--- config.mk ---
export PLATFORM = sky130hd
export DESIGN_NAME = wdtl_core
export DESIGN_NICKNAME = d
export VERILOG_FILES = /design/src/pkg/wdtl_pkg.sv /design/src/core/wdtl_core.sv
export SDC_FILE = /design/constraint.sdc
export NUM_CORES = 1
export LEC_CHECK = 0
export BUFFER_PORTS_ARGS = -buffer_cell sky130_fd_sc_hd__buf_2
export CAP_MARGIN = 15
export CELL_PAD_IN_SITES_DETAIL_PLACEMENT = 1
export CELL_PAD_IN_SITES_GLOBAL_PLACEMENT = 2
export CORE_MARGIN = 2
export CORE_UTILIZATION = 33
export DETAILED_ROUTE_END_ITERATION = 10
export PLACE_DENSITY = 0.8
export SYNTH_ARGS = -nofsm -noshare
export SYNTH_HDL_FRONTEND = slang
export SYNTH_SLANG_ARGS = --single-unit
--- constraint.sdc ---
create_clock -name clk_i -period 3.55 [get_ports clk_i]
set_input_delay 0.71 -clock clk_i [delete_from_list [all_inputs] [get_ports clk_i]]
set_output_delay 0.71 -clock clk_i [all_outputs]
set_load 0.05 [all_outputs]
--- src/pkg/wdtl_pkg.sv ---
/*
 * Constants of the locked watchdog timer: special function addresses, control
 * field positions, reset values, prescaler codes, nonvolatile byte layout.
 * Assumes a byte-wide special function bus driven by the processor core.
 */
// Overview of operation
// - Prescaler code 1000 gives an immediate automatic reset, no timed period.
// - Prescaler code 1001 gives an immediate serial download reset request.
// - Response bit 3 clear: timeout issues a system reset.
// - Response bit 3 set: timeout raises the watchdog interrupt instead.
// - Every timeout sets the status flag in bit 2.
// - Status flag clears only by software zero or hardware reset.
// - Enable bit 1 defaults one; each setting clears the counter.
// - Control write lands only right after the write-enable bit is set.
// - Control register at 0xC0, bit addresses 0xC0 to 0xC7.
// - Lock bit is bit 7 of nonvolatile byte 0x3FFA, erased one.
// - Lock zero ignores enable and response writes, forcing one and zero.
// - Prescaler bits stay writable while locked.
// - Lock zero makes the default protection key 0x7F, not 0xFF.
// - Protection commits to 0x3FFF..0x3FFB only when key byte matches.
// - Counter counts crystal ticks; timeout is 2^code times 512 ticks.
// - After reset enabled, two-second timeout, response is system reset.
// - Watchdog interrupt is high priority, not gated by global enable.
package wdtl_pkg;
	localparam logic [7:0]  CTRL_ADDR    = 8'hC0;
	localparam logic [7:0]  KEY_ADDR     = 8'hBB;
	localparam logic [15:0] NV_ADDR      = 16'h3FFA;
	localparam logic [15:0] PROT_HI_ADDR = 16'h3FFF;
	localparam logic [15:0] PROT_LO_ADDR = 16'h3FFB;
	localparam int          PRE_LSB      = 4;
	localparam int          RESP_BIT     = 3;
	localparam int          STAT_BIT     = 2;
	localparam int          EN_BIT       = 1;
	localparam int          UNLOCK_BIT   = 0;
	localparam int          LOCK_BIT     = 7;
	localparam logic [3:0]  PRE_RST      = 4'h7;
	localparam logic [3:0]  PRE_AUTO     = 4'h8;
	localparam logic [3:0]  PRE_SDL      = 4'h9;
	localparam logic [7:0]  KEY_LOCKED   = 8'h7F;
	localparam logic [7:0]  KEY_OPEN     = 8'hFF;
	localparam logic [7:0]  NV_ERASED    = 8'hFF;
	localparam int          BASE_LOG2    = 9;
	localparam int          CNT_W        = 16;
	localparam real         XTAL_HZ      = 32768.0;
	localparam real         CLK_HZ       = 100.0e6;
	// Clock cycles per crystal period, rounded to nearest, for reference of the sampler
	localparam int          XTAL_CYC     = int'(CLK_HZ / XTAL_HZ);
	typedef enum logic [1:0] {
		WDTL_IDLE   = 2'b00,
		WDTL_UNLOCK = 2'b01,
		WDTL_ARMED  = 2'b10
	} wdtl_wr_e;
endpackage : wdtl_pkg

--- src/core/wdtl_core.sv ---
/*
 * Watchdog timer with nonvolatile lock, seen by the core as one bit-addressable
 * control register plus the flash key register.
 * Assumes: sfr strobes are single-cycle pulses on clk_i, instr_end_i pulses at
 * the last cycle of each instruction, crystal_input_i is asynchronous, and the
 * nonvolatile byte is a stable level on clk_i.
 */
`timescale 1ns/1ps
module wdtl_core (
	// Clock and resets
	input  wire logic        clk_i,
	input  wire logic        reset_i,
	input  wire logic        sys_reset_i,
	// Special function bus
	input  wire logic [7:0]  sfr_addr_i,
	input  wire logic        sfr_wr_i,
	input  wire logic [7:0]  sfr_wdata_i,
	input  wire logic        sfr_bit_wr_i,
	input  wire logic [7:0]  sfr_bit_addr_i,
	input  wire logic        sfr_bit_val_i,
	input  wire logic        sfr_rd_i,
	input  wire logic        instr_end_i,
	output logic      [7:0]  sfr_rdata_o,
	// Crystal and nonvolatile byte
	input  wire logic        crystal_input_i,
	input  wire logic [7:0]  nv_lock_key_byte_i,
	input  wire logic        prot_req_i,
	// Responses
	output logic             wdt_reset_o,
	output logic             wdt_irq_o,
	output logic             wdt_irq_high_prio_o,
	output logic             serial_download_o,
	output logic             prot_commit_o,
	output logic             prot_reject_o,
	output logic      [7:0]  default_key_o
);

	// ==========================================================
	// Decode
	logic [3:0]                 pre_r;
	logic                       resp_r;
	logic                       stat_r;
	logic                       en_r;
	logic [7:0]                 key_r;
	logic [wdtl_pkg::CNT_W-1:0] cnt_r;
	wdtl_pkg::wdtl_wr_e         wr_st_r;
	logic                       locked;
	logic                       ctrl_hit;
	logic [7:0]                 wr_mask;
	logic [7:0]                 wr_val;
	logic                       apply;
	logic                       unlock_req;
	logic                       timeout;
	logic                       instant;
	logic                       xtal_tick;

	function automatic logic [7:0] onehot3(input logic [2:0] idx);
		onehot3 = 8'h01 << idx;
	endfunction : onehot3

	function automatic logic [7:0] ctrl_view(input logic [3:0] p, input logic r,
		input logic s, input logic e, input logic u);
		ctrl_view = {p, r, s, e, u};
	endfunction : ctrl_view

	assign locked = ~nv_lock_key_byte_i[wdtl_pkg::LOCK_BIT];

	// Byte or single-bit write, both folded into mask and value
	always_comb begin
		ctrl_hit = 1'b0;
		wr_mask  = 8'h00;
		wr_val   = 8'h00;
		if (sfr_wr_i && sfr_addr_i == wdtl_pkg::CTRL_ADDR) begin
			ctrl_hit = 1'b1;
			wr_mask  = 8'hFF;
			wr_val   = sfr_wdata_i;
		end else if (sfr_bit_wr_i && sfr_bit_addr_i[7:3] == wdtl_pkg::CTRL_ADDR[7:3]) begin
			ctrl_hit = 1'b1;
			wr_mask  = onehot3(sfr_bit_addr_i[2:0]);
			wr_val   = sfr_bit_val_i ? wr_mask : 8'h00;
		end
	end

	assign apply      = ctrl_hit && wr_st_r == wdtl_pkg::WDTL_ARMED;
	assign unlock_req = ctrl_hit && !apply && wr_mask[wdtl_pkg::UNLOCK_BIT]
		&& wr_val[wdtl_pkg::UNLOCK_BIT];

	// ==========================================================
	// Unlock sequencer
	always_ff @(posedge clk_i) begin
		if (reset_i || sys_reset_i) begin
			wr_st_r <= wdtl_pkg::WDTL_IDLE;
		end else begin
			unique case (wr_st_r)
				wdtl_pkg::WDTL_IDLE: begin
					if (unlock_req) begin
						wr_st_r <= instr_end_i ? wdtl_pkg::WDTL_ARMED : wdtl_pkg::WDTL_UNLOCK;
					end
				end
				wdtl_pkg::WDTL_UNLOCK: begin
					if (instr_end_i) begin
						wr_st_r <= wdtl_pkg::WDTL_ARMED;
					end
				end
				wdtl_pkg::WDTL_ARMED: begin
					if (apply || instr_end_i) begin
						wr_st_r <= wdtl_pkg::WDTL_IDLE;
					end
				end
				default: begin
					wr_st_r <= wdtl_pkg::WDTL_IDLE;
				end
			endcase
		end
	end

	// ==========================================================
	// Control fields
	always_ff @(posedge clk_i) begin
		if (reset_i || sys_reset_i) begin
			pre_r <= wdtl_pkg::PRE_RST;
		end else if (apply) begin
			for (int i = 0; i < 4; i++) begin
				if (wr_mask[wdtl_pkg::PRE_LSB+i]) begin
					pre_r[i] <= wr_val[wdtl_pkg::PRE_LSB+i];
				end
			end
		end
	end

	always_ff @(posedge clk_i) begin
		if (reset_i || sys_reset_i) begin
			resp_r <= 1'b0;
		end else if (locked) begin
			resp_r <= 1'b0;
		end else if (apply && wr_mask[wdtl_pkg::RESP_BIT]) begin
			resp_r <= wr_val[wdtl_pkg::RESP_BIT];
		end
	end

	always_ff @(posedge clk_i) begin
		if (reset_i || sys_reset_i) begin
			en_r <= 1'b1;
		end else if (locked) begin
			en_r <= 1'b1;
		end else if (apply && wr_mask[wdtl_pkg::EN_BIT]) begin
			en_r <= wr_val[wdtl_pkg::EN_BIT];
		end
	end

	// Only the external reset or a software zero clears it; a watchdog-driven reset does not
	always_ff @(posedge clk_i) begin
		if (reset_i) begin
			stat_r <= 1'b0;
		end else if (timeout || instant) begin
			stat_r <= 1'b1;
		end else if (apply && wr_mask[wdtl_pkg::STAT_BIT] && !wr_val[wdtl_pkg::STAT_BIT]) begin
			stat_r <= 1'b0;
		end
	end

	always_ff @(posedge clk_i) begin
		if (reset_i || sys_reset_i) begin
			key_r <= wdtl_pkg::KEY_OPEN;
		end else if (sfr_wr_i && sfr_addr_i == wdtl_pkg::KEY_ADDR) begin
			key_r <= sfr_wdata_i;
		end
	end

	// ==========================================================
	// Crystal sampling and counter
	logic xtal_s1_r;
	logic xtal_s2_r;
	logic xtal_d_r;

	always_ff @(posedge clk_i) begin
		if (reset_i) begin
			xtal_s1_r <= 1'b0;
			xtal_s2_r <= 1'b0;
			xtal_d_r  <= 1'b0;
		end else begin
			xtal_s1_r <= crystal_input_i;
			xtal_s2_r <= xtal_s1_r;
			xtal_d_r  <= xtal_s2_r;
		end
	end

	assign xtal_tick = xtal_s2_r && !xtal_d_r;

	// Last count before expiry is 2^(code+9)-1, one bit wider for code 7
	logic [wdtl_pkg::CNT_W:0] limit;
	assign limit   = (17'h00001 << (5'(pre_r[2:0]) + 5'(wdtl_pkg::BASE_LOG2))) - 17'h00001;
	assign timeout = en_r && !pre_r[3] && xtal_tick && {1'b0, cnt_r} == limit;
	assign instant = en_r && (pre_r == wdtl_pkg::PRE_AUTO || pre_r == wdtl_pkg::PRE_SDL);

	always_ff @(posedge clk_i) begin
		if (reset_i || sys_reset_i) begin
			cnt_r <= '0;
		end else if (apply && wr_mask[wdtl_pkg::EN_BIT] && wr_val[wdtl_pkg::EN_BIT]) begin
			cnt_r <= '0;
		end else if (!en_r || timeout || instant) begin
			cnt_r <= '0;
		end else if (xtal_tick) begin
			cnt_r <= cnt_r + 16'h0001;
		end
	end

	// ==========================================================
	// Responses
	always_ff @(posedge clk_i) begin
		if (reset_i || sys_reset_i) begin
			wdt_reset_o       <= 1'b0;
			wdt_irq_o         <= 1'b0;
			serial_download_o <= 1'b0;
		end else begin
			wdt_reset_o       <= (timeout && !resp_r)
				|| (instant && pre_r == wdtl_pkg::PRE_AUTO);
			wdt_irq_o         <= timeout && resp_r;
			serial_download_o <= instant && pre_r == wdtl_pkg::PRE_SDL;
		end
	end

	always_ff @(posedge clk_i) begin
		if (reset_i) begin
			wdt_irq_high_prio_o <= 1'b0;
		end else begin
			wdt_irq_high_prio_o <= 1'b1;
		end
	end

	// ==========================================================
	// Flash key and protection commit
	always_ff @(posedge clk_i) begin
		if (reset_i) begin
			prot_commit_o <= 1'b0;
			prot_reject_o <= 1'b0;
			default_key_o <= wdtl_pkg::KEY_OPEN;
		end else begin
			prot_commit_o <= prot_req_i && nv_lock_key_byte_i == key_r;
			prot_reject_o <= prot_req_i && nv_lock_key_byte_i != key_r;
			default_key_o <= locked ? wdtl_pkg::KEY_LOCKED : wdtl_pkg::KEY_OPEN;
		end
	end

	// ==========================================================
	// Read port
	always_ff @(posedge clk_i) begin
		if (reset_i) begin
			sfr_rdata_o <= 8'h00;
		end else if (sfr_rd_i) begin
			if (sfr_addr_i == wdtl_pkg::CTRL_ADDR) begin
				sfr_rdata_o <= ctrl_view(pre_r, resp_r, stat_r, en_r,
					wr_st_r != wdtl_pkg::WDTL_IDLE);
			end else if (sfr_addr_i == wdtl_pkg::KEY_ADDR) begin
				sfr_rdata_o <= key_r;
			end else begin
				sfr_rdata_o <= 8'h00;
			end
		end
	end

endmodule : wdtl_core

==> results of run 1 <==
worst paths after layout:
kind	from	endpoint	slack (ns)	cells after the start
max	pre_r[0]	cnt_r[15]	0.55	12
min	xtal_s1_r	xtal_s2_r	0.45	1
max reg2reg	pre_r[0]	cnt_r[15]	0.55	12
min reg2reg	xtal_s1_r	xtal_s2_r	0.45	1
area by class of cell:
cell class | count | share of cell area
well taps | 129 | 0.0456
repair buffers | 66 | 0.100
multi-input cells | 276 | 0.523
clock inverters | 3 | 0.0124
clock buffers | 5 | 0.0194
inverters | 10 | 0.0106
flip-flops and latches | 51 | 0.289
logic make-up after synthesis:
family	count (synthesis)	share of synthesized area
adders and majority gates	3	0.0120
and+or+nand+nor	164	0.319
other	1	0.00120
DFF	51	0.326
xor gates and xnor gates	26	0.0727
muxes	6	0.0192
buffers and inverters	42	0.0918
AOI/OAI and AO/OA	69	0.158
registers in the layout, indices dropped and copies added (netlist names):
name                 count
stat_r                   1
wdt_reset_o              1
sfr_rdata_o              8
cnt_r                   16
en_r                     1
wr_st_r                  2
xtal_s2_r                1
xtal_d_r                 1
wdt_irq_high_prio_o      1
wdt_irq_o                1
xtal_s1_r                1
prot_reject_o            1
resp_r                   1
pre_r                    4
default_key_o            1
key_r                    8
prot_commit_o            1
serial_download_o        1
worst reg2reg max path, stage by stage (launching register included):
cell and delay, ns:
dfxtp_1 0.32, nand2_1 0.14, inv_1 0.06, ha_1 0.29
nor2_1 0.14, nand2_1 0.07, ha_1 0.30, nand4bb_1 0.23
o41ai_1 0.33, a211oi_2 0.11, or4_1 0.54, nor3b_2 0.26
nor3_1 0.10
synthesized netlist by cell type, types with 9 or more instances:
master,n,area [um^2]
dfxtp_1,51,1020
nor2_1,27,101
nand2_1,25,93.8
nand3_1,20,100
xnor2_1,18,158
a21oi_1,17,85.1
nor3_1,11,55.1
inv_1,10,37.5
nor3_2,10,100
clkbuf_1,9,33.8
nand4_1,9,56.3
o21ai_0,9,45.0
per-layer routing:
metal / track usage / up-vias / wire [um] / share of wire
met4: 0.0343 / 0 / 61 / 0.0071
li1: - / 1402 / - / -
met3: 0.0255 / 5 / 207 / 0.024
met2: 0.307 / 40 / 4430 / 0.51
met5: 0 / - / 0 / 0
met1: 0.223 / 1339 / 3920 / 0.45
power groups by stage:
stage                     Combinational [mW]  Sequential, mW  Clock, mW
after floorplan                       0.0640           0.618          0
after global placement                 0.126           0.597          0
after detailed placement               0.128           0.597          0
after CTS                              0.128           0.584      0.423
after global routing                   0.139           0.585      0.445
final                                  0.127           0.584      0.412
==> summary.md, run 1 <==
| Metric | Value |
|---|---|
| Status | complete, no violations |
| Fin Setup TNS | 0 ns |
| Crit path time final | 3.00 ns |
| DRC violations left | 0 |
| GP Congestion | 0.845 |
| Slowest cell on the critical path | or4_1 |
| Final hold slack | 0.451 ns |
| Multi-input gate area | 1850 um^2 |
| Register area | 1020 um^2 |
| Top Family by Delay on Critical Path | simple AND/OR/NAND/NOR gates |
| Mean area per synthesized cell | 8.65 um^2 |
| Layout area overhead | 12.9% |
| Fin. Hold Viols | 0 |
| # fillers | 1118 |
| Cells after Synth | 362 |
| Initial antenna violation count | 0 |
| TritonCTS clock tree | built |
| Post-DRT Antenna Nets | 0 |
| CP Max Fanout | 9 |
| Power per Cell Area | 317 nW/um^2 |
| Mapped cell area | 3130 um^2 |
| Row count | 35 |
| LEAKAGE | 1.30 nW |
| Fmax achieved | 0.333 GHz |
| Setup Fix Bufs, Post-CTS | 0 |
| Distinct cells, synth | 65 |
| Number of CTS-inserted buffers | 5 |
| Slew HR | 0.558 |
| Clock Skews | 0.0117 ns |
| Fin nets | 455 |
| Crit end category | register |
| Number of synthesized flops with an enable pin | 0 |
| First drt pass iteration count | 4 |
| Final worst slack | 0.551 ns |
| Final setup viols | 0 |
| Share of layout cells above drive strength 1 | 0.253 |
| Sequential area share after synthesis | 0.326 |
| Worst Path Required | 3.75 ns |
| Hold crit path type | reg -> reg |
| Total Power | 1.12 mW |
| Syn. warnings | 0 |
| Routed Wire Length | 8.61 mm |
| Seq cells post-synth | 51 |
| Critical path class | reg -> reg |
| Worst-skew pair later-pin latency | 0.31 ns |
| Fin crit share | 0.845 |
| Clock slew at the register clock pins of the worst setup and hold paths | 0.10 ns |
| Total die area | 10300 um^2 |
| Commonest non-fill, non-tap cell in the layout | buf_2 |
| Psw | 0.292 mW |
| Die H | 101 um |
| CP arrival | 3.20 ns |
| Total grt overflow | 0 |
| Number of global-route vias before repair | 2749 |
| Initial Utilization | 0.339 |
| H-tree depth | 2 |
| WL/cell | 15.9 um |
| Hold-fix buffers, CTS | 0 |
| Core outline area | 9240 um^2 |
| Clock Tree Buf Depth | 2 |
| PortBufs | 56 |
| Power share of the clock group | 0.367 |
| Asr flop ratio synth | 0 |
| Antenna cells | 0 |
| Die width | 101 um |
| Routed via count | 2786 |
| Maximum VDD drop | 0.149 mV |
| Fin area | 3540 um^2 |
| Power Internal | 0.831 mW |
| Tightest Pin Transition | 0.661 ns |
| Final cell count without fillers | 540 |
| Maxcap violations | 0 |
| Post-synth top flop | dfxtp_1 |
| CP peak stage delay | 0.54 ns |
| All-Layer GR Usage | 0.173 |
| Combinational Power Share | 0.113 |
| Max Slew Vio Count | 0 |
| Commonest cells after routing, fill and taps aside | buf_2 (56), dfxtp_1 (51), nor2_1 (27) |
| Clock root cell | clkbuf_8 |
| Unrepaired setup endpoints after global routing | false |
| Worst path cell trace | nand2_1 > inv_1 > ha_1 > nor2_1 > nand2_1 > ha_1 > nand4bb_1 > o41ai_1 > a211oi_2 > or4_1 > nor3b_2 > nor3_1 |
| Hpwl dp | 6.61 mm |
| Largest net degree at the start of global routing | 22 |
| Sink Count | 51 |
| Post-Route Utilization | 0.383 |
| CP bufs+invs | 1 |
| Ports | 64 |
| Crit start category | register |
| Drt initial violations | 79 |
| Cells after DPL | 532 |
| Dpl cell area | 3430 um^2 |
| Global-route wire length before repair | 14.0 mm |
| Vias/cell | 5.16 |
| Seq pwr share | 0.520 |
| Pre-CTS setup slack | 0.565 ns |
| Switching Fraction | 0.260 |
| Resize count post-CTS | 0 |
No activity file was read; power rests on OpenSTA's default activity.
==> run 2, diff against run 1 <==
--- a/config.mk
+++ b/config.mk
@@ -5,14 +5,15 @@
 export SDC_FILE = /design/constraint.sdc
 export NUM_CORES = 1
 export LEC_CHECK = 0
+export ABC_AREA = 1
 export BUFFER_PORTS_ARGS = -buffer_cell sky130_fd_sc_hd__buf_2
 export CAP_MARGIN = 15
 export CELL_PAD_IN_SITES_DETAIL_PLACEMENT = 1
 export CELL_PAD_IN_SITES_GLOBAL_PLACEMENT = 2
 export CORE_MARGIN = 2
-export CORE_UTILIZATION = 33
+export CORE_UTILIZATION = 27
 export DETAILED_ROUTE_END_ITERATION = 10
-export PLACE_DENSITY = 0.8
+export PLACE_DENSITY = 0.76
 export SYNTH_ARGS = -nofsm -noshare
 export SYNTH_HDL_FRONTEND = slang
 export SYNTH_SLANG_ARGS = --single-unit
==> constraint.sdc (replaced) <==
create_clock -name clk_i -period 2.5 [get_ports clk_i]
set_input_delay 0.5 -clock clk_i [delete_from_list [all_inputs] [get_ports clk_i]]
set_output_delay 0.5 -clock clk_i [all_outputs]
set_load 0.05 [all_outputs]
==> run 2 against run 1 <==
Net effect:
- fmax rose by 31%
- die area rose by 14%
- clock skew barely moved
- synthesized cell count grew 18%
- critical path type unchanged
- power grew 37%
- first-iteration DRC count rose by 11%
==> summary.md, run 2 <==
| Metric | Value |
|---|---|
| Crit end category | register |
| Power per Cell Area | 436 nW/um^2 |
| Share of the synthesized area in the top cell type | 0.348 |
| Core outline area | 10700 um^2 |
| Asr flop ratio synth | 0 |
| Sequential area share after synthesis | 0.348 |
| Adder-cell share of the synthesized area | 0.0128 |
| Sink Count | 51 |
| Initial antenna violation count | 0 |
| Maximum VDD drop | 0.188 mV |
| PortBufs | 56 |
| Fin crit share | 0.918 |
| Seq pwr share | 0.540 |
| Ports | 64 |
| Fin. Hold Viols | 0 |
| Clock root cell | clkbuf_8 |
| Slew HR | 0.607 |
| Crit path time final | 2.29 ns |
| Drt initial violations | 88 |
| Tightest Pin Transition | 0.588 ns |
| Compound-Gate Fraction of Synth Area | 0.110 |
| Critical path class | reg -> reg |
| Clock slew at the register clock pins of the worst setup and hold paths | 0.09 ns |
| Most repeated cell in the gate-level netlist after synthesis | nand2_1 |
| Share of layout cells above drive strength 1 | 0.201 |
| Biggest regs | cnt_r: 16 flops, key_r: 8 flops, sfr_rdata_o: 8 flops |
| Yosys top cell by area | dfxtp_1 |
| Cells on worst reg2reg path | 17 |
| Max Slew Vio Count | 0 |
| Psw | 0.450 mW |
| Commonest non-fill, non-tap cell in the layout | nand2_1 |
| Hpwl dp | 6.81 mm |
| Fin nets | 532 |
| Synth area leaders | dfxtp_1 (35%), nand2_1 (11%), inv_1 (7.9%), nand3_1 (6.8%), nor2_1 (6.1%) |
| Maxcap violations | 0 |
| Cells after DPL | 619 |
| Layout area overhead | 19.9% |
| # fillers | 1406 |
| Clock Tree Buf Depth | 2 |
| CP Max Fanout | 8 |
| First drt pass iteration count | 4 |
| R2R Setup Slk | 0.21 ns |
| Final cell count without fillers | 628 |
| All-Layer GR Usage | 0.149 |
| Crit start category | register |
| Biggest register | cnt_r |
| Status | complete, no violations |
| Power share of the clock group | 0.336 |
| Total grt overflow | 0 |
| Mux contribution to synthesized area | 0.00341 |
| GP Congestion | 0.767 |
| Routed Wire Length | 8.43 mm |
| Number of CTS-inserted buffers | 5 |
| Hold crit path type | in -> reg |
| Power Internal | 1.09 mW |
| Final setup viols | 0 |
| DRC violations left | 0 |
| Total die area | 11700 um^2 |
| Final hold slack | 0.383 ns |
| H-tree depth | 2 |
| Distinct cells, synth | 39 |
| Die width | 108 um |
| Die H | 108 um |
| Multi-input gate area | 1660 um^2 |
| Commonest cells after routing, fill and taps aside | nand2_1 (84), inv_1 (61), buf_2 (56) |
| Largest family of logic cells by synthesized area | simple AND/OR/NAND/NOR gates |
| Worst Hold Path Cells | 3 |
| Seq cells post-synth | 51 |
| Row count | 38 |
| Post-Synth XOR/XNOR Area | 0.0746 |
| Mean area per synthesized cell | 6.89 um^2 |
| Routed via count | 2857 |
| Mapped cell area | 2940 um^2 |
| Cells after Synth | 426 |
| Post-synth top flop | dfxtp_1 |
| Number of global-route vias before repair | 2891 |
| Switching Fraction | 0.293 |
| LEAKAGE | 1.61 nW |
| TritonCTS clock tree | built |
| Number of synthesized flops with an enable pin | 0 |
| Worst-skew pair later-pin latency | 0.33 ns |
| Worst Path Required | 2.72 ns |
| Clock Skews | 0.0117 ns |
| CP arrival | 2.51 ns |
| Combinational Power Share | 0.125 |
| Largest net degree at the start of global routing | 18 |
| Global-route wire length before repair | 13.8 mm |
| Initial Utilization | 0.273 |
| Post-synth top cells | nand2_1 (85), inv_1 (62), dfxtp_1 (51) |
| Vias/cell | 4.55 |
| Register area | 1020 um^2 |
| WL/cell | 13.4 um |
| Fmax achieved | 0.436 GHz |
| Post-DRT Antenna Nets | 0 |
| Max reg flops | 16 |
| Antenna cells | 0 |
| Synth Area in Simple Gates | 0.330 |
| Syn. warnings | 0 |
==> run 2: changes by cell type after synthesis, sizes merged, moves of 9 or more <==
cell | previous run | this run
a211oi | 10 | 0
xor2 | 8 | 18
nand3 | 20 | 42
o211ai | 4 | 16
nor2 | 27 | 55
xnor2 | 18 | 7
o21ai | 9 | 23
nor3 | 21 | 9
inv | 10 | 64
nand2 | 25 | 88
a21oi | 17 | 8
==> run 2: critical path, cell delays in order, from the launching register on <==
cell,delay (ns)
dfxtp_2,0.33
nand2_1,0.07
inv_2,0.06
ha_4,0.25
nor2_4,0.11
nand2_2,0.08
ha_4,0.27
nor2_1,0.03
nor2_1,0.08
nand2_1,0.06
nor2_1,0.10
nand3_1,0.07
nor2_1,0.10
nand3_1,0.09
nor2_2,0.17
nand2_4,0.13
nand2_8,0.11
nor2_1,0.05
==> run 2: timing repair <==
action	in CTS	in global routing
hold buffers	0	0
gates resized for setup	0	12
setup endpoints to repair	0	19
buffers inserted	0	0
==> run 2: power by group through the flow <==
stage	logic, mW	clock network (mW)	registers, mW
2_1_floorplan	0.0966	0	0.878
3_3_place_gp	0.184	0	0.848
3_5_place_dp	0.186	0	0.848
4_1_cts	0.186	0.539	0.830
5_1_grt	0.209	0.563	0.831
6_report	0.191	0.515	0.829
==> run 2: cell families after synthesis <==
logic type               after synthesis
XOR/XNOR                              25
other                                  1
buffers and inverters                 81
adder cells (fa/ha/maj)                3
multiplexers                           1
flip-flops                            51
AO/OA/AOI/OAI                         53
AND/OR/NAND/NOR                      211
==> run 2: metal layers <==
metal	up-vias	track usage	part of all wire	wire length (um)
li1	1477	-	-	-
met1	1328	0.187	0.48	4070
met2	43	0.261	0.48	4010
met3	9	0.0271	0.027	230
met4	0	0.0430	0.014	119
met5	-	0	0	0
==> run 2: cell type report <==
cell class / instances / area share
Timing Repair Buffer: 62 / 0.0924
Clock inverter: 3 / 0.00640
Sequential cell: 51 / 0.291
Multi-Input combinational cell: 302 / 0.471
Clock buffer: 5 / 0.0196
Inverter: 65 / 0.0693
Tap cell: 140 / 0.0498
==> run 2: path summary, 6_finish.rpt <==
check	from	to
max reg2reg	pre_r[0]	cnt_r[2]
min reg2reg	xtal_s1_r	xtal_s2_r
min	crystal_input_i	xtal_s1_r
max	pre_r[0]	cnt_r[2]
==> run 2: stage by stage <==
step / TNS [ns] / worst slack [ns] / instance area (um^2) / util / power (mW)
detailed placement: 0 / 0.0526 / 3360 / 0.313 / 1.03
finish: 0 / 0.205 / 3520 / 0.328 / 1.54
floorplan: 0 / 0.0182 / 2970 / - / 0.974
global route: -0.00230 / -0.00184 / 3520 / 0.328 / 1.60
global placement: 0 / 0.126 / 3360 / 0.313 / 1.03
CTS: 0 / 0.0425 / 3450 / 0.321 / 1.55
==> run 3, diff against run 2 <==
--- a/config.mk
+++ b/config.mk
@@ -8,7 +8,7 @@
 export ABC_AREA = 1
 export BUFFER_PORTS_ARGS = -buffer_cell sky130_fd_sc_hd__buf_2
 export CAP_MARGIN = 15
-export CELL_PAD_IN_SITES_DETAIL_PLACEMENT = 1
+export CELL_PAD_IN_SITES_DETAIL_PLACEMENT = 2
 export CELL_PAD_IN_SITES_GLOBAL_PLACEMENT = 2
 export CORE_MARGIN = 2
 export CORE_UTILIZATION = 27
@@ -17,3 +17,4 @@
 export SYNTH_ARGS = -nofsm -noshare
 export SYNTH_HDL_FRONTEND = slang
 export SYNTH_SLANG_ARGS = --single-unit
+export TNS_END_PERCENT = 20
==> run 3 against run 2 <==
Net effect:
- global-route usage is 1.9 points higher
- largest cell class unchanged
- critical path depth stayed put
- hold slack better by 0.016 ns
- power is 1.1% lower
- clock power is 3.9% lower
- sequential cell count stayed put
==> summary.md, run 3 (same netlist as run 2, synthesis figures left out) <==
| Metric | Value |
|---|---|
| WHS Endpoint | xtal_s1_r |
| Number of CTS-inserted buffers | 5 |
| Power share of the clock group | 0.326 |
| Routed via count | 2940 |
| Hpwl dp | 7.62 mm |
| DR WL met2 | 4.95 mm |
| Initial antenna violation count | 0 |
| Combinational Power Share | 0.127 |
| Fin area | 3530 um^2 |
| GP Congestion | 0.767 |
| Reg2reg start | pre_r[0] |
| Register area | 1020 um^2 |
| Top Family by Delay on Critical Path | simple AND/OR/NAND/NOR gates |
| Clock slew at the register clock pins of the worst setup and hold paths | 0.09 ns |
| H-tree depth | 2 |
| Clock root cell | clkbuf_8 |
| Global-route wire length before repair | 15.3 mm |
| Multi-input gate area | 1660 um^2 |
| Psw | 0.434 mW |
| Layout area overhead | 20.1% |
| Biggest regs | cnt_r: 16 flops, key_r: 8 flops, sfr_rdata_o: 8 flops |
| Cells on worst reg2reg path | 17 |
| Fmax achieved | 0.434 GHz |
| Fin nets | 533 |
| First drt pass iteration count | 4 |
| Max reg flops | 16 |
| Row count | 38 |
| Total Power | 1.52 mW |
| Crit end category | register |
| Antenna cells | 0 |
| Crit path top cell by count | nor2_1 |
| Routed Wire Length | 9.46 mm |
| Total grt overflow | 0 |
| RR Endpoint | cnt_r[1] |
| Dpl cell area | 3360 um^2 |
| Power per Cell Area | 431 nW/um^2 |
| Power Internal | 1.08 mW |
| CP bufs+invs | 1 |
| Worst Path Required | 2.70 ns |
| Fin Setup TNS | 0 ns |
| Hold-fix buffers, CTS | 0 |
| Slowest cell on the critical path | dfxtp_2 |
| # fillers | 1360 |
| Unrepaired setup endpoints after global routing | false |
| Clock Tree Buf Depth | 2 |
| R2R Setup Slk | 0.20 ns |
| CP Max Fanout | 8 |
| Max Slew Vio Count | 0 |
| Crit start category | register |
| Top Layer Used | met4 |
| Drt initial violations | 66 |
| Switching Fraction | 0.286 |
| CP peak stage delay | 0.33 ns |
| Post-DRT Antenna Nets | 0 |
| Share of layout cells above drive strength 1 | 0.196 |
| Cells after DPL | 619 |
| Critical path class | reg -> reg |
| Biggest register | cnt_r |
| Final worst slack | 0.197 ns |
| Seq pwr share | 0.546 |
| TritonCTS clock tree | built |
| Tightest Pin Transition | 0.635 ns |
| Total die area | 11700 um^2 |
| Slew HR | 0.576 |
| Hold crit path type | in -> reg |
| Maximum VDD drop | 0.186 mV |
| Maxcap violations | 0 |
| Largest net degree at the start of global routing | 17 |
| Vias/cell | 4.67 |
| Ports | 64 |
| Worst Hold Path Cells | 3 |
| Met3 WL | 244 um |
| Number of global-route vias before repair | 3132 |
| Commonest non-fill, non-tap cell in the layout | nand2_1 |
| Die H | 108 um |
| WL/cell | 15.0 um |
| LEAKAGE | 1.61 nW |
| Final cell count without fillers | 629 |
| Routed met1 length | 4.20 mm |
| All-Layer GR Usage | 0.168 |
| Final hold slack | 0.399 ns |
| Fin crit share | 0.921 |
| Post-Route Utilization | 0.328 |
| Worst-skew pair later-pin latency | 0.32 ns |
| Pre-CTS setup slack | 0.0218 ns |
| Core outline area | 10700 um^2 |
| Clock Skews | 0.0166 ns |
| PortBufs | 56 |
| Commonest cells after routing, fill and taps aside | nand2_1 (84), inv_1 (62), buf_2 (56) |
| Hold_sp | crystal_input_i |
| Initial Utilization | 0.273 |
| Worst path cell trace | nand2_1 > inv_2 > ha_4 > nor2_4 > nand2_4 > ha_4 > nor2_1 > nor2_1 > nand2_1 > nor2_1 > nand3_1 > nor2_1 > nand3_1 > nor2_2 > nand2_4 > nand2_8 > nor2_1 |
| Die width | 108 um |
| Crit path time final | 2.30 ns |
| Sink Count | 51 |
| Fin. Hold Viols | 0 |
| Status | complete, no violations |
| DRC violations left | 0 |
| Final setup viols | 0 |
| CP arrival | 2.51 ns |
==> run 3: cell types whose count changed in the layout (fill, tap and decap cells not counted), sizes merged <==
| cell | delta |
|---|---|
| buf | +1 |
| clkbuf | +1 |
| clkinv | +1 |
| inv | -2 |
==> run 3: area by class of cell <==
type / count / area share
Sequential cell: 51 / 0.291
Multi-Input combinational cell: 302 / 0.471
Clock inverter: 2 / 0.00497
Inverter: 65 / 0.0692
Tap cell: 140 / 0.0497
Clock buffer: 6 / 0.0206
Timing Repair Buffer: 63 / 0.0944
==> run 3: worst max path at each step <==
stage,startpoint,to,slack (ns),cells after the start
finish,pre_r[0],cnt_r[1],0.20,17
detailed placement,pre_r[0],cnt_r[1],0.02,17
CTS,pre_r[0],cnt_r[1],0.04,17
global route,pre_r[0],cnt_r[2],0.007,18
global placement,pre_r[0],cnt_r[12],0.13,17
floorplan,pre_r[1],cnt_r[3],0.02,19
==> run 3: what timing repair did <==
item	4_1_cts	5_1_grt
setup endpoints to repair	1	19
pin swaps	0	7
gates cloned	0	1
hold endpoints to repair	0	0
gates resized for setup	1	10
setup buffers	0	1
==> run 3: worst register-to-register path, cell delays in order (launching register included) <==
cell and delay, ns:
dfxtp_2 0.33, nand2_1 0.07, inv_2 0.06, ha_4 0.26, nor2_4 0.12, nand2_4 0.08, ha_4 0.26, nor2_1 0.03
nor2_1 0.09, nand2_1 0.06, nor2_1 0.09, nand3_1 0.08, nor2_1 0.10, nand3_1 0.08, nor2_2 0.17, nand2_4 0.14
nand2_8 0.12, nor2_1 0.06
==> run 3: power groups by stage <==
stage               combinational, mW  sequential (mW)  clock, mW
global route                    0.213            0.831      0.552
floorplan                      0.0966            0.878          0
detailed placement              0.190            0.848          0
CTS                             0.192            0.830      0.515
global placement                0.184            0.848          0
finish                          0.194            0.829      0.495
==> run 3: layer usage <==
metal / vias to the layer above / GRT usage
met5: - / 0
met3: 6 / 0.0277
met2: 37 / 0.311
met1: 1419 / 0.204
li1: 1478 / -
met4: 0 / 0.0330
